==> config.mk <==
export PLATFORM = sky130hd
export DESIGN_NAME = pis_unit
export DESIGN_NICKNAME = d
export VERILOG_FILES = /design/src/pis_pkg.sv /design/src/pis_tick_if.sv /design/src/pis_timers.sv /design/src/pis_unit.sv
export VERILOG_INCLUDE_DIRS = /design/src
export SDC_FILE = /design/constraint.sdc
export NUM_CORES = 1
export LEC_CHECK = 0
export ABC_AREA = 1
export BUFFER_PORTS_ARGS = -buffer_cell sky130_fd_sc_hd__buf_2
export CORE_UTILIZATION = 54
export CTS_BUF_LIST = sky130_fd_sc_hd__clkbuf_4 sky130_fd_sc_hd__clkbuf_8
export DETAILED_ROUTE_END_ITERATION = 10
export PLACE_DENSITY = 0.83
export SLEW_MARGIN = 5
export SYNTH_ARGS = -nofsm -noshare
export SYNTH_HDL_FRONTEND = slang
export SYNTH_HIERARCHICAL = 1
export SYNTH_SLANG_ARGS = --single-unit
==> constraint.sdc <==
create_clock -name CLK -period 1.6 [get_ports CLK]
set_input_delay 0.32 -clock CLK [delete_from_list [all_inputs] [get_ports CLK]]
set_output_delay 0.32 -clock CLK [all_outputs]
set_load 0.01 [all_outputs]
==> src/pis_params.svh <==
// Purpose: constants for the process interrupt and stall unit
// Assumes: 200 MHz clock, 5 ns period
// Notes: positions are 1-based priority numbers, bit index is position minus one
`ifndef PIS_PARAMS_SVH
`define PIS_PARAMS_SVH

`define PIS_NUM_REQ 20
`define PIS_POS_PWR_ON 1
`define PIS_POS_PWR_OUT 2
`define PIS_POS_WDOG 5
`define PIS_POS_RTC 6
`define PIS_POS_ADC 7
`define PIS_POS_ETC 8
`define PIS_POS_RX_FIRST 9
`define PIS_POS_RX_LAST 12
`define PIS_POS_RELAY 13
`define PIS_POS_AOUT 14
`define PIS_POS_PUNCH 15
`define PIS_POS_ALARM_PR 16
`define PIS_POS_LOG_PR 17
`define PIS_POS_CONSOLE 18
`define PIS_POS_MAIN_PNL 19
`define PIS_POS_AUX_PNL 20
`define PIS_CLK_MHZ 200
`define PIS_WDOG_SEC 5
`define PIS_RTC_SEC 1
`define PIS_CYC_PER_SEC (`PIS_CLK_MHZ * 1000000)
`define PIS_WDOG_CYC (`PIS_WDOG_SEC * `PIS_CYC_PER_SEC)
`define PIS_RTC_CYC (`PIS_RTC_SEC * `PIS_CYC_PER_SEC)
`define PIS_WORD_W 24

`endif

==> src/pis_pkg.sv <==
// Purpose: types for the process interrupt and stall unit
// Assumes: pis_params.svh holds the numbers
// Notes: none
`default_nettype none
package pis_pkg;
    typedef logic [19:0] pis_req_t;
    typedef logic [4:0] pis_pos_t;
    typedef enum logic [2:0] {
        PIS_RUN = 3'b001,
        PIS_OFFER = 3'b010,
        PIS_SERVE = 3'b100
    } pis_state_e;
endpackage : pis_pkg
`default_nettype wire

==> src/pis_tick_if.sv <==
// Purpose: carries the watchdog and real-time tick events between modules
// Assumes: one clock
// Notes: pulses are one cycle wide
`timescale 1ns/100ps
`default_nettype none
interface pis_tick_if;
    logic wdog_clear;
    logic wdog_fire;
    logic rtc_tick;
    modport timer (input wdog_clear, output wdog_fire, output rtc_tick);
    modport core (output wdog_clear, input wdog_fire, input rtc_tick);
endinterface : pis_tick_if
`default_nettype wire

==> src/pis_timers.sv <==
// Purpose: watchdog and one-second real-time tick counters
// Assumes: single 200 MHz clock
// Notes: watchdog restarts at zero after firing so it keeps guarding
`timescale 1ns/100ps
`default_nettype none
`include "pis_params.svh"
module pis_timers
    import pis_pkg::*;
#(
    parameter int WDOG_CYC = `PIS_WDOG_CYC,
    parameter int RTC_CYC = `PIS_RTC_CYC
) (
    input wire logic clk,
    input wire logic rstn,
    pis_tick_if.timer tk
);
    logic [31:0] wdog_cnt;
    logic [31:0] rtc_cnt;
    wire wdog_end = (wdog_cnt == 32'(WDOG_CYC - 1));
    wire rtc_end = (rtc_cnt == 32'(RTC_CYC - 1));

    // watchdog: software clear wins, else count to the limit
    always_ff @(posedge clk or negedge rstn) begin
        if (!rstn) begin
            wdog_cnt <= 32'h0000_0000;
        end else if (tk.wdog_clear || wdog_end) begin
            wdog_cnt <= 32'h0000_0000;
        end else begin
            wdog_cnt <= wdog_cnt + 32'h0000_0001;
        end
    end

    // free-running one-second divider
    always_ff @(posedge clk or negedge rstn) begin
        if (!rstn) begin
            rtc_cnt <= 32'h0000_0000;
        end else if (rtc_end) begin
            rtc_cnt <= 32'h0000_0000;
        end else begin
            rtc_cnt <= rtc_cnt + 32'h0000_0001;
        end
    end

    assign tk.wdog_fire = wdog_end && !tk.wdog_clear;
    assign tk.rtc_tick = rtc_end;
endmodule : pis_timers
`default_nettype wire

==> src/pis_unit.sv <==
// Purpose: priority interrupt scanner with watchdog, tick and stall logic
// Assumes: one 200 MHz clock, core samples the offer between instructions
// Notes: pin source events pass through three flops; watchdog and tick events do not
`timescale 1ns/100ps
`default_nettype none
`include "pis_params.svh"
module pis_unit
    import pis_pkg::*;
#(
    parameter int WDOG_CYC = `PIS_WDOG_CYC,
    parameter int RTC_CYC = `PIS_RTC_CYC
) (
    input wire logic CLK,
    input wire logic RSTN,
    input wire logic POWER_ON,
    input wire logic POWER_LOSS,
    input wire logic [1:0] BUFFER_REQ,
    input wire logic ADC_DONE,
    input wire logic ETC_DONE,
    input wire logic [3:0] REACTOR_REQ,
    input wire logic RELAY_DONE,
    input wire logic AOUT_DONE,
    input wire logic PUNCH_DONE,
    input wire logic ALARM_PR_DONE,
    input wire logic LOG_PR_DONE,
    input wire logic CONSOLE_REQ,
    input wire logic MAIN_PANEL_SW,
    input wire logic AUX_PANEL_SW,
    input wire logic SUPPLY_FAIL,
    input wire logic SUPPLY_FAIL_HALT,
    input wire logic INHIBIT_BTN,
    input wire logic STALL_CLEAR,
    input wire logic INSTR_DONE,
    input wire logic INSTR_EXCEPT,
    input wire logic SERVICE_ACK,
    input wire logic SERVICE_RETURN,
    input wire logic WDOG_CLEAR,
    input wire logic MEM_CHECK,
    input wire logic [23:0] MEM_DATA,
    input wire logic MEM_PARITY,
    input wire logic [23:0] OUT_DATA_IN,
    input wire logic OUT_WRITE,
    output logic IRQ_VALID,
    output logic [4:0] IRQ_POS,
    output logic STALL,
    output logic HALT,
    output logic PARITY_ERR,
    output logic [23:0] OUT_DATA,
    output logic OUT_STROBE,
    output logic [19:0] PENDING
);
    // ------------------------------------------------------------
    // input synchronisers
    // ------------------------------------------------------------
    logic [23:0] raw_ev;
    logic [23:0] s1, s2, s3;
    logic [19:0] src_ev;
    logic [19:0] pend;
    logic stall_q, halt_q, parity_q;
    logic [23:0] out_q;
    logic out_stb;
    pis_state_e state;
    pis_tick_if tk ();

    // pin events, bit index is position minus one
    assign raw_ev = {SUPPLY_FAIL_HALT, SUPPLY_FAIL, INHIBIT_BTN, STALL_CLEAR,
        AUX_PANEL_SW, MAIN_PANEL_SW, CONSOLE_REQ, LOG_PR_DONE, ALARM_PR_DONE,
        PUNCH_DONE, AOUT_DONE, RELAY_DONE, REACTOR_REQ, ETC_DONE, ADC_DONE,
        1'b0, 1'b0, BUFFER_REQ, POWER_LOSS, POWER_ON};

    // three flops; a level counts once the second and third agree
    always_ff @(posedge CLK or negedge RSTN) begin
        if (!RSTN) begin
            s1 <= 24'h00_0000;
            s2 <= 24'h00_0000;
            s3 <= 24'h00_0000;
        end else begin
            s1 <= raw_ev;
            s2 <= s1;
            s3 <= s2;
        end
    end

    // a pin change counts only once the second and third flops agree; the
    // held level bridges the cycle in which they differ, so one slow edge
    // gives exactly one event and reset never leaves a false one behind
    logic [23:0] agreed;
    wire [23:0] next_agreed = (s2 & s3) | (agreed & (s2 | s3));
    wire [23:0] ev_edge = s2 & s3 & ~agreed;
    wire [23:0] lvl = s2 & s3;

    // held agreed level of every pin
    always_ff @(posedge CLK or negedge RSTN) begin
        if (!RSTN) begin
            agreed <= 24'h00_0000;
        end else begin
            agreed <= next_agreed;
        end
    end

    // ------------------------------------------------------------
    // timers
    // ------------------------------------------------------------
    assign tk.wdog_clear = WDOG_CLEAR;

    pis_timers #(
        .WDOG_CYC(WDOG_CYC),
        .RTC_CYC(RTC_CYC)
    ) u_timers (
        .clk(CLK),
        .rstn(RSTN),
        .tk(tk)
    );

    // ------------------------------------------------------------
    // request latch and priority scan
    // ------------------------------------------------------------
    // source map: positions 1,2,3,4 from pins, 5 watchdog, 6 tick, 7..20 pins
    assign src_ev = {ev_edge[19:6], tk.rtc_tick, tk.wdog_fire, ev_edge[3:0]};

    // lowest index set wins, since position one is highest
    function automatic pis_pos_t top_pos(input pis_req_t r);
        pis_pos_t p;
        p = 5'd0;
        for (int i = `PIS_NUM_REQ - 1; i >= 0; i--) begin
            if (r[i]) begin
                p = 5'(i + 1);
            end
        end
        return p;
    endfunction : top_pos

    wire [4:0] best = top_pos(pend);
    wire boundary = INSTR_DONE && !INSTR_EXCEPT && !halt_q;
    wire take = (state == PIS_OFFER) && SERVICE_ACK;
    wire [19:0] clr_mask = take ? (20'h0_0001 << (IRQ_POS - 5'd1)) : 20'h0_0000;

    // set wins over the service clear so a new event is never dropped
    always_ff @(posedge CLK or negedge RSTN) begin
        if (!RSTN) begin
            pend <= 20'h0_0000;
        end else begin
            pend <= (pend & ~clr_mask) | src_ev;
        end
    end

    // offer at a boundary, hold until the core takes it, then wait for return
    always_ff @(posedge CLK or negedge RSTN) begin
        if (!RSTN) begin
            state <= PIS_RUN;
            IRQ_POS <= 5'd0;
        end else begin
            unique case (state)
                PIS_RUN: begin
                    if (boundary && best != 5'd0) begin
                        state <= PIS_OFFER;
                        IRQ_POS <= best;
                    end
                end
                PIS_OFFER: begin
                    if (SERVICE_ACK) begin
                        state <= PIS_SERVE;
                    end
                end
                PIS_SERVE: begin
                    if (SERVICE_RETURN) begin
                        state <= PIS_RUN;
                    end
                end
            endcase
        end
    end

    assign IRQ_VALID = (state == PIS_OFFER);
    assign PENDING = pend;

    // ------------------------------------------------------------
    // parity check and stall
    // ------------------------------------------------------------
    wire parity_bad = MEM_CHECK && ((^MEM_DATA) != MEM_PARITY);
    wire halt_cause = parity_bad || lvl[23];
    wire stall_cause = halt_cause || lvl[22] || lvl[21] || tk.wdog_fire;
    wire op_clear = ev_edge[20];

    // latched stall; a cause in the clear cycle keeps it set
    always_ff @(posedge CLK or negedge RSTN) begin
        if (!RSTN) begin
            stall_q <= 1'b0;
            halt_q <= 1'b0;
            parity_q <= 1'b0;
        end else begin
            stall_q <= stall_cause || (stall_q && !op_clear);
            halt_q <= halt_cause || (halt_q && !op_clear);
            parity_q <= parity_bad || (parity_q && !op_clear);
        end
    end

    assign STALL = stall_q;
    assign HALT = halt_q;
    assign PARITY_ERR = parity_q;

    // process output register; writes dropped while stalled
    always_ff @(posedge CLK or negedge RSTN) begin
        if (!RSTN) begin
            out_q <= 24'h00_0000;
            out_stb <= 1'b0;
        end else begin
            out_stb <= OUT_WRITE && !stall_q;
            if (OUT_WRITE && !stall_q) begin
                out_q <= OUT_DATA_IN;
            end
        end
    end

    assign OUT_DATA = out_q;
    assign OUT_STROBE = out_stb;

    // positions ranked above the offered one; only read while offering
    wire [19:0] higher_mask = (20'h0_0001 << (IRQ_POS - 5'd1)) - 20'h0_0001;
endmodule : pis_unit
`default_nettype wire

Yosys cells after proc, flatten, opt, wreduce, memory -nomap -nowiden
Index checks and enable logic that the tools add are counted.
{"block": "totals", "regBits": 210, "in_bits": 80}
{"block": "op_classes", "n_mux": 27, "n_reduce_logical": 27, "n_eq_ne": 9, "bitwise": 9, "shifts": 1, "add_sub_neg": 3}
{"operator": "$mux W5", "n": 20}
{"operator": "$add A32 B1 Y32 const B", "n": 2}
{"operator": "$mux W32", "n": 2}
{"operator": "$and A24 B24 Y24", "n": 2}
{"operator": "$or A24 B24 Y24", "n": 2}
{"operator": "$eq A32 B28 Y1 const B", "n": 1}
{"operator": "$eq A32 B30 Y1 const B", "n": 1}
{"operator": "$reduce_xor A24 Y1", "n": 1}
{"operator": "$and A21 B21 Y21", "n": 1}
{"operator": "$not A21 Y21", "n": 1}
{"operator": "$and A20 B20 Y20", "n": 1}
{"operator": "$mux W20", "n": 1}
{"operator": "$not A20 Y20", "n": 1}
{"operator": "$or A20 B20 Y20", "n": 1}
{"operator": "$shl A1 B5 Y20 const A", "n": 1}
{"operator": "$logic_and A1 B1 Y1", "n": 10}
{"operator": "$mux W3", "n": 3}
{"operator": "$pmux W3 S3", "n": 1}
{"operator": "$logic_or A1 B1 Y1", "n": 8}
{"operator": "$ne A2 B2 Y1 const B", "n": 3}
{"operator": "$logic_not A1 Y1", "n": 5}
{"operator": "$reduce_bool A5 Y1", "n": 1}
{"operator": "$sub A5 B1 Y5 const B", "n": 1}
{"operator": "$eq A3 B1 Y1 const B", "n": 1}
{"operator": "other kinds (5)", "n": 5}

Depth between registers and ports, before layout
Gate-level depths: netlist of run 1.
{"block": "logic_depth", "word_depth": 24, "mapped_depth": 24}

By module
Netlist of run 1, hierarchy kept.
{"mod": "pis_unit", "cells_each": 490, "n_inst": 1, "area_each_um2": 5170.0}
{"mod": "pis_timers", "cells_each": 595, "n_inst": 1, "area_each_um2": 3990.1}

Worst setup path after synthesis of run 1
OpenSTA, ideal clock, no wires.
{"block": "synth_timing", "path_kind": "reg2reg", "start": "register pend[17] (netlist: PENDING[17])", "end": "register IRQ_POS[3]", "path_stages_with_launch": 25, "setup_ns": 0.117, "n_path_buf": 0, "t_required_ns": 1.483, "synth_period_minus_slack_ns": 1.738, "t_arrival_ns": 1.621, "path_slack_ns": -0.138, "cell_sequence": "dfrtp_1 inv_1 nand2_1 nand2_1 nand2_1 nand2_1 nand2_1 nand2_1 nand2_1 nand2_1 nand2_1 nand2_1 nand2_1 nand2_1 nand2_1 nand2_1 nand2_1 nand2_1 nand2_1 nand3_1 nand2_2 inv_2 nand2_4 nand2_1 nand2_1"}
{"block": "synth_between", "elab_chain_len": 21}
{"item": "from (decl)", "line": "pis_unit.sv:58", "text": "logic [19:0] pend;"}
{"item": "from (signal assigned)", "line": "pis_unit.sv:143", "text": "pend <= (pend & ~clr_mask) | src_ev;"}
{"item": "$mux W5 * (18 in a row)", "line": "pis_unit.sv:126", "text": "if (r[i]) begin"}
{"item": "$reduce_bool A5 Y1", "line": "pis_unit.sv:155", "text": "if (boundary && best != 5'd0) begin"}
{"item": "$logic_and A1 B1 Y1", "line": "pis_unit.sv:155"}
{"item": "$reduce_and A2 Y1 (no source line)"}
{"item": "to (signal assigned)", "line": "pis_unit.sv:157", "text": "IRQ_POS <= best;"}
{"item": "to (decl)", "line": "pis_unit.sv:44", "text": "output logic [4:0] IRQ_POS,"}
Every way passes the cells marked *; elsewhere a longest branch is shown, timed or not.
A chain may end at the register's enable or synchronous reset.

Worst setup path in the final report of run 1
{"block": "layout_timing", "start": "register pend[17] (netlist: PENDING[17])", "end": "register IRQ_POS[2]"}
Same word-level chain as after synthesis.

==> results of run 1 <==
[how the worst min path moves through the flow]
stage,start,slack (ns),endpoint,depth (start not counted)
floorplan,RSTN,0.02,HALT,0
global placement,RSTN,0.25,s2[15],1
detailed placement,RSTN,0.25,s3[15],1
CTS,OUT_DATA_IN[15],0.0001,OUT_DATA[15],3
global route,OUT_DATA_IN[2],0.02,OUT_DATA[2],3
finish,OUT_DATA_IN[21],0.03,OUT_DATA[21],3
[report_power, final]
part / internal (uW) / switching [uW] / total, uW
sequential: 5700 / 286 / 5980
combinational: 1110 / 1320 / 2430
clock: 2860 / 2070 / 4930
total: 9660 / 3680 / 13300
[cell usage in the layout, fill, tap and decap left out, types with 5 or more instances in the layout]
cell	synthesis	routed
buf_12	0	6
buf_2	1	128
buf_4	0	76
buf_6	3	10
clkbuf_4	0	18
clkbuf_8	0	44
dfrtp_1	204	202
dlygate4sd3_1	0	40
inv_1	108	102
inv_2	7	10
nand2_1	367	356
nand2_2	5	13
nand2_4	3	5
nand3_1	51	43
nand3_2	0	5
nand4_1	7	7
nor2_1	154	141
nor2_2	20	27
nor2_4	8	14
nor3_1	11	8
o21ai_0	40	30
o21ai_1	9	13
o21ai_2	0	6
o21bai_1	6	6
o22ai_1	6	6
xnor2_1	29	29
xor2_1	21	21
[state kept, by name (all words and copies together), names as in the netlist]
name	flops
s3	22
HALT	1
u_timers/wdog_cnt	32
IRQ_POS	5
s1	22
u_timers/rtc_cnt	32
PARITY_ERR	1
OUT_DATA	24
agreed	19
STALL	1
OUT_STROBE	1
s2	22
state	3
PENDING	20
[layout make-up]
cell class / count / area, um2
timing repair buffer: 265 / 1940
clock buffer: 61 / 727
multi-input combinational: 756 / 3770
clock inverter: 4 / 26.3
inverter: 116 / 448
tap: 220 / 275
sequential: 205 / 5130
fill: 1166 / 4270
[repair_timing]
| item | 4_1_cts | 5_1_grt |
|---|---|---|
| pin swaps | 16 | 18 |
| gates resized for setup | 23 | 70 |
| hold buffers | 39 | 1 |
| setup endpoints to repair | 53 | 74 |
| buffers inserted | 11 | 8 |
| hold endpoints to repair | 71 | 1 |
| gates cloned | 1 | 2 |
[worst register-to-register path, stage by stage, from the launching register on]
cell and delay, ns:
dfrtp_1 0.40, inv_2 0.07, nand2_2 0.04, nand2_1 0.05
nand2_1 0.04, nand2_1 0.05, nand2_1 0.06, nand2_1 0.07
nand2_1 0.06, nand2_1 0.06, nand2_1 0.04, nand2_1 0.05
nand2_1 0.05, nand2_1 0.05, nand2_1 0.04, nand2_1 0.05
nand2_1 0.04, nand2_1 0.06, nand2_2 0.06, nand3_2 0.09
nand2_4 0.06, inv_4 0.10, nand2_4 0.07, nand2_1 0.06
nand2_1 0.05
[routing by layer]
metal  share of wire  wire length (um)
met2            0.50             11900
met5               0                 0
met4           0.033               778
met1            0.40              9580
met3           0.058              1380
[logic make-up after synthesis]
group,after synthesis,share of synthesized area
XOR/XNOR,50,0.0478
AO/OA/AOI/OAI,68,0.0413
AND/OR/NAND/NOR,636,0.294
adder cells (fa/ha/maj),2,0.00273
buffers and inverters,124,0.0535
flip-flops,205,0.560
[through the flow]
step	cells	worst slack, ns	setup TNS (ns)	utilization
finish	1627	-0.317	-2.43	0.743
global route	1627	-0.534	-5.07	0.743
CTS	1619	-0.236	-1.58	0.723
detailed placement	1504	-0.232	-1.84	0.644
global placement	1504	-0.197	-1.23	0.644
floorplan	1085	-0.138	-0.901	-
==> run metrics, run 1 <==
Initial Utilization 0.552; Hold Path Class input port to flop; Nets 1462; Total GRT Usage 0.268; most frequent CP cell nand2_1; synth top area cells dfrtp_1 (56%), nand2_1 (15%), nor2_1 (6.3%); WL per Instance 14.5 um; Global Route met2 Usage 0.464; RR Endpoint IRQ_POS[2]; vias in the first global route 7939; leading area contributor after synthesis dfrtp_1; DIE HEIGHT 132 um; pwr dens 1080 mW/mm2; Starting DRT DRC Count 696; outcome finished, violations left; Hold WS 0.0259 ns; failing checks negative setup slack; area post-placement 0.0107 mm2; Tcrit/Tclk final 1.20; Clock transition at path regs 0.07 ns; I/O Buffers 133; Final Setup Violations 16; initial antenna violation count 0; maximum clock rate 522 MHz; Worst Setup End Kind flop; synth warn 6; Slew Viols, Final 0; CTS tree yes; cell area after synthesis 0.00916 mm2; clock buffer count from CTS 36; number of flops mapped to enable cells by yosys 0; Synth async-reset ratio 1.00; total congestion overflow 0; R2R cell count 24; Cells after Synth 1085; Skew-Pair Late Insertion Delay 0.52 ns; WP depth 24; Worst path max stage delay 0.40 ns; max-capacitance violation count 0; clk buf depth 3; Crit path max-delay family simple AND/OR/NAND/NOR gates; part of the Yosys area used for sequential elements 0.560; first-pass detailed-route iteration total 5; Synth Register Bits 205; total wire length 23600 um; DP HPWL 16100 um; Critical path origin PENDING[17]; antenna diode count 0; skew final 0.0239 ns; crit path capture IRQ_POS[2]; crit path kind flop to flop; cell area after layout 0.0123 mm2; Root Driver clkbuf_8; core area 0.0166 mm2; Row Count 47; most common cell in the netlist nand2_1; Vias/cell 5.07; RSZ-0062 raised after global routing true; grt met3 use 0.0450; first-pass GRT wire length 37300 um; final hold vios 0; crit path max-delay cell type dfrtp_1; drt drc 0; Relative slew margins 0.672; R2R Path Start PENDING[17]; layout cells sized above 1 0.279; power after layout 13300 uW; clock sinks 205; Lkg Pwr 0.00601 uW; PnR worst setup slack -0.317 ns; Synth top cells by count nand2_1 (367), dfrtp_1 (204), nor2_1 (154); crit-path max FO 6; pin count of the biggest net entering global routing 62; syn_area_per_cell 8.44 um2; Worst setup SP type flop; Req. time, crit path 2.01 ns; CP Buf/Inv Count 2; CP Data Arrival Time 2.32 ns; io pins 134; vias 8255; post-route minimum period 1.92 ns; Reg2Reg Setup Slack -0.32 ns; share of the synthesized area in the top cell type 0.557; Synth Flop Type dfrtp_1; gpl congestion 0.979; Least-Margin Pin Slew 0.490 ns; synth unique cells 38; Syn Nets 1167; total die area 0.0175 mm2; crit path cell chain inv_2, nand2_2, nand2_1, nand2_1, nand2_1, nand2_1, nand2_1, nand2_1, nand2_1, nand2_1, nand2_1, nand2_1, nand2_1, nand2_1, nand2_1, nand2_1, nand2_1, nand2_2, nand3_2, nand2_4, inv_4, nand2_4, nand2_1, nand2_1; global routing's busiest layer met2; met1 usage 0.334; width of the chip 132 um; CTS HTree Levels 2; Max VDD drop 804 uV; Post-DRT Antenna Nets 0; Synth-to-Final Area Change 34.4%
Power figures use the tool's default switching activity.
==> inputs of run 2 (changes only) <==
--- a/config.mk
+++ b/config.mk
@@ -8,10 +8,10 @@
 export LEC_CHECK = 0
 export ABC_AREA = 1
 export BUFFER_PORTS_ARGS = -buffer_cell sky130_fd_sc_hd__buf_2
-export CORE_UTILIZATION = 54
+export CORE_UTILIZATION = 40
 export CTS_BUF_LIST = sky130_fd_sc_hd__clkbuf_4 sky130_fd_sc_hd__clkbuf_8
 export DETAILED_ROUTE_END_ITERATION = 10
-export PLACE_DENSITY = 0.83
+export PLACE_DENSITY = 0.66
 export SLEW_MARGIN = 5
 export SYNTH_ARGS = -nofsm -noshare
 export SYNTH_HDL_FRONTEND = slang
==> run metrics, run 2 (synthesis gave the netlist of run 1 again) <==
width of the chip 153 um (+16%); first-pass GRT wire length 37200 um (-0.20%); total congestion overflow 0 (unchanged); Setup TNS -1.81 ns (+0.616 ns); CP Data Arrival Time 2.26 ns (-0.06 ns); Synth-to-Final Area Change 34.9%; core area 0.0226 mm2 (+36%); Root Driver clkbuf_8; Layout fillers 2026 (+74%); failing checks negative setup slack; Max VDD drop 821 uV (+2.1%); Relative slew margins 0.724 (+0.0513); Clock transition at path regs 0.06 ns (about the same); CTS HTree Levels 2 (unchanged); Nets 1458 (-0.27%); Multi-input gate area 0.00380 mm2 (+0.90%); pwr dens 1090 mW/mm2 (+0.38%); Req. time, crit path 2.00 ns (about the same); Total GRT Usage 0.196 (-0.0716); Starting DRT DRC Count 398 (-43%); Post-DRT Antenna Nets 0 (unchanged); layout cells sized above 1 0.277 (-0.00166); Tcrit/Tclk final 1.16 (-0.0347); crit-path max FO 6 (unchanged); clock buffer count from CTS 37 (+2.8%); Row Count 55 (+17%); clk buf depth 3 (unchanged); skew final 0.0203 ns (-0.00360 ns); Worst Setup End Kind flop; Hold Path Class input port to flop; PnR worst setup slack -0.261 ns (+0.0556 ns); total wire length 22200 um (-5.9%); DIE HEIGHT 153 um (+16%); Lkg Pwr 0.00594 uW (-1.1%); initial antenna violation count 0 (unchanged); Hold WS 0.0955 ns (+0.0696 ns); WL per Instance 13.2 um (-9.2%); vias in the first global route 7826 (-1.4%); Slew Viols, Final 0 (unchanged); R2R Path Start PENDING[18]; DP HPWL 15800 um (-1.3%); I/O Buffers 133 (unchanged); Reg2Reg Setup Slack -0.26 ns (+0.06 ns); CTS tree yes; Final Setup Violations 11 (-5); post-route minimum period 1.86 ns (-0.0556 ns); total die area 0.0235 mm2 (+34%); outcome finished, violations left; max-capacitance violation count 0 (unchanged); Least-Margin Pin Slew 0.414 ns (-0.0765 ns); maximum clock rate 537 MHz (+3.0%); Critical path origin PENDING[18]; Worst setup SP type flop; crit path max-delay cell type dfrtp_2; io pins 134 (unchanged); gpl congestion 0.898 (-8.3%); Register Area 0.00513 mm2 (about the same); first-pass detailed-route iteration total 7 (+2); Initial Utilization 0.406 (-0.147); pin count of the biggest net entering global routing 54 (-13%); RR Endpoint IRQ_POS[1]; Skew-Pair Late Insertion Delay 0.51 ns (about the same); antenna diode count 0 (unchanged); crit path capture IRQ_POS[1]; Worst path max stage delay 0.42 ns (+0.02 ns); vias 7804 (-5.5%); most common cell after layout, fill and taps aside nand2_1; clock sinks 205 (unchanged); crit path cell chain buf_4, nor2_4, nand3_2, o2111a_2, nor4_4, nand3_2, nand2_2, inv_4, nand3_1, nand2_2; drt drc 0 (unchanged); R2R cell count 10 (-58%); RSZ-0062 raised after global routing true; leading cell types in the layout, fill and taps excluded nand2_1 (348), dfrtp_1 (203), nor2_1 (139); final hold vios 0 (unchanged); crit path kind flop to flop; Util after Layout 0.547 (-0.195); Vias/cell 4.63 (-8.8%)
==> run 2: where the power goes <==
| group | total, uW | switching (uW) | internal [uW] |
|---|---|---|---|
| clock | 5120 | 2120 | 3010 |
| combinational | 2320 | 1250 | 1070 |
| sequential | 5990 | 291 | 5690 |
| total | 13400 | 3660 | 9770 |
==> run 2: final cells by class <==
cell class | count | area share
Clock inverter | 7 | 0.00506
Clock buffer | 57 | 0.0579
Inverter | 116 | 0.0361
Multi-Input combinational cell | 756 | 0.308
Sequential cell | 205 | 0.415
Timing Repair Buffer | 260 | 0.149
Tap cell | 285 | 0.0289
==> run 2: critical path, delay by kind of cell (launching register included) <==
kind	cells	cell delay, ns
and+or+nand+nor	7	0.83
buffers and inverters	2	0.19
AOI/OAI and AO/OA	1	0.30
DFF	1	0.42
==> run 2: per-layer routing <==
layer,vias to the layer above,part of all wire,track usage
met5,-,0,0
met4,0,0.028,0.0765
met3,55,0.046,0.0354
met2,199,0.47,0.320
met1,3611,0.46,0.259
li1,3939,-,-
==> run 2: per-stage QoR <==
stage	instances	total power (uW)	instance area, um2	setup WS [ns]
floorplan	1085	7000	9170	-0.138
global placement	1558	7960	10700	-0.211
detailed placement	1558	8000	10700	-0.248
CTS	1675	13400	12000	-0.215
global route	1686	14200	12400	-0.483
finish	1686	13400	12400	-0.261
==> run 2: worst min path at each step <==
stage / to / startpoint / cells after the start / slack, ns
floorplan: HALT / RSTN / 0 / 0.02
global placement: s2[17] / RSTN / 1 / 0.28
detailed placement: s1[17] / RSTN / 1 / 0.28
CTS: state[2] / SERVICE_RETURN / 3 / 0.06
global route: state[2] / SERVICE_RETURN / 3 / 0.09
finish: state[2] / SERVICE_RETURN / 3 / 0.1
==> run 2: repair_timing <==
item,CTS,global route
pin swaps,7,19
gates resized for setup,23,73
hold endpoints to repair,85,0
hold buffers,48,0
endpoints found under the setup margin,19,65
setup buffers,5,11
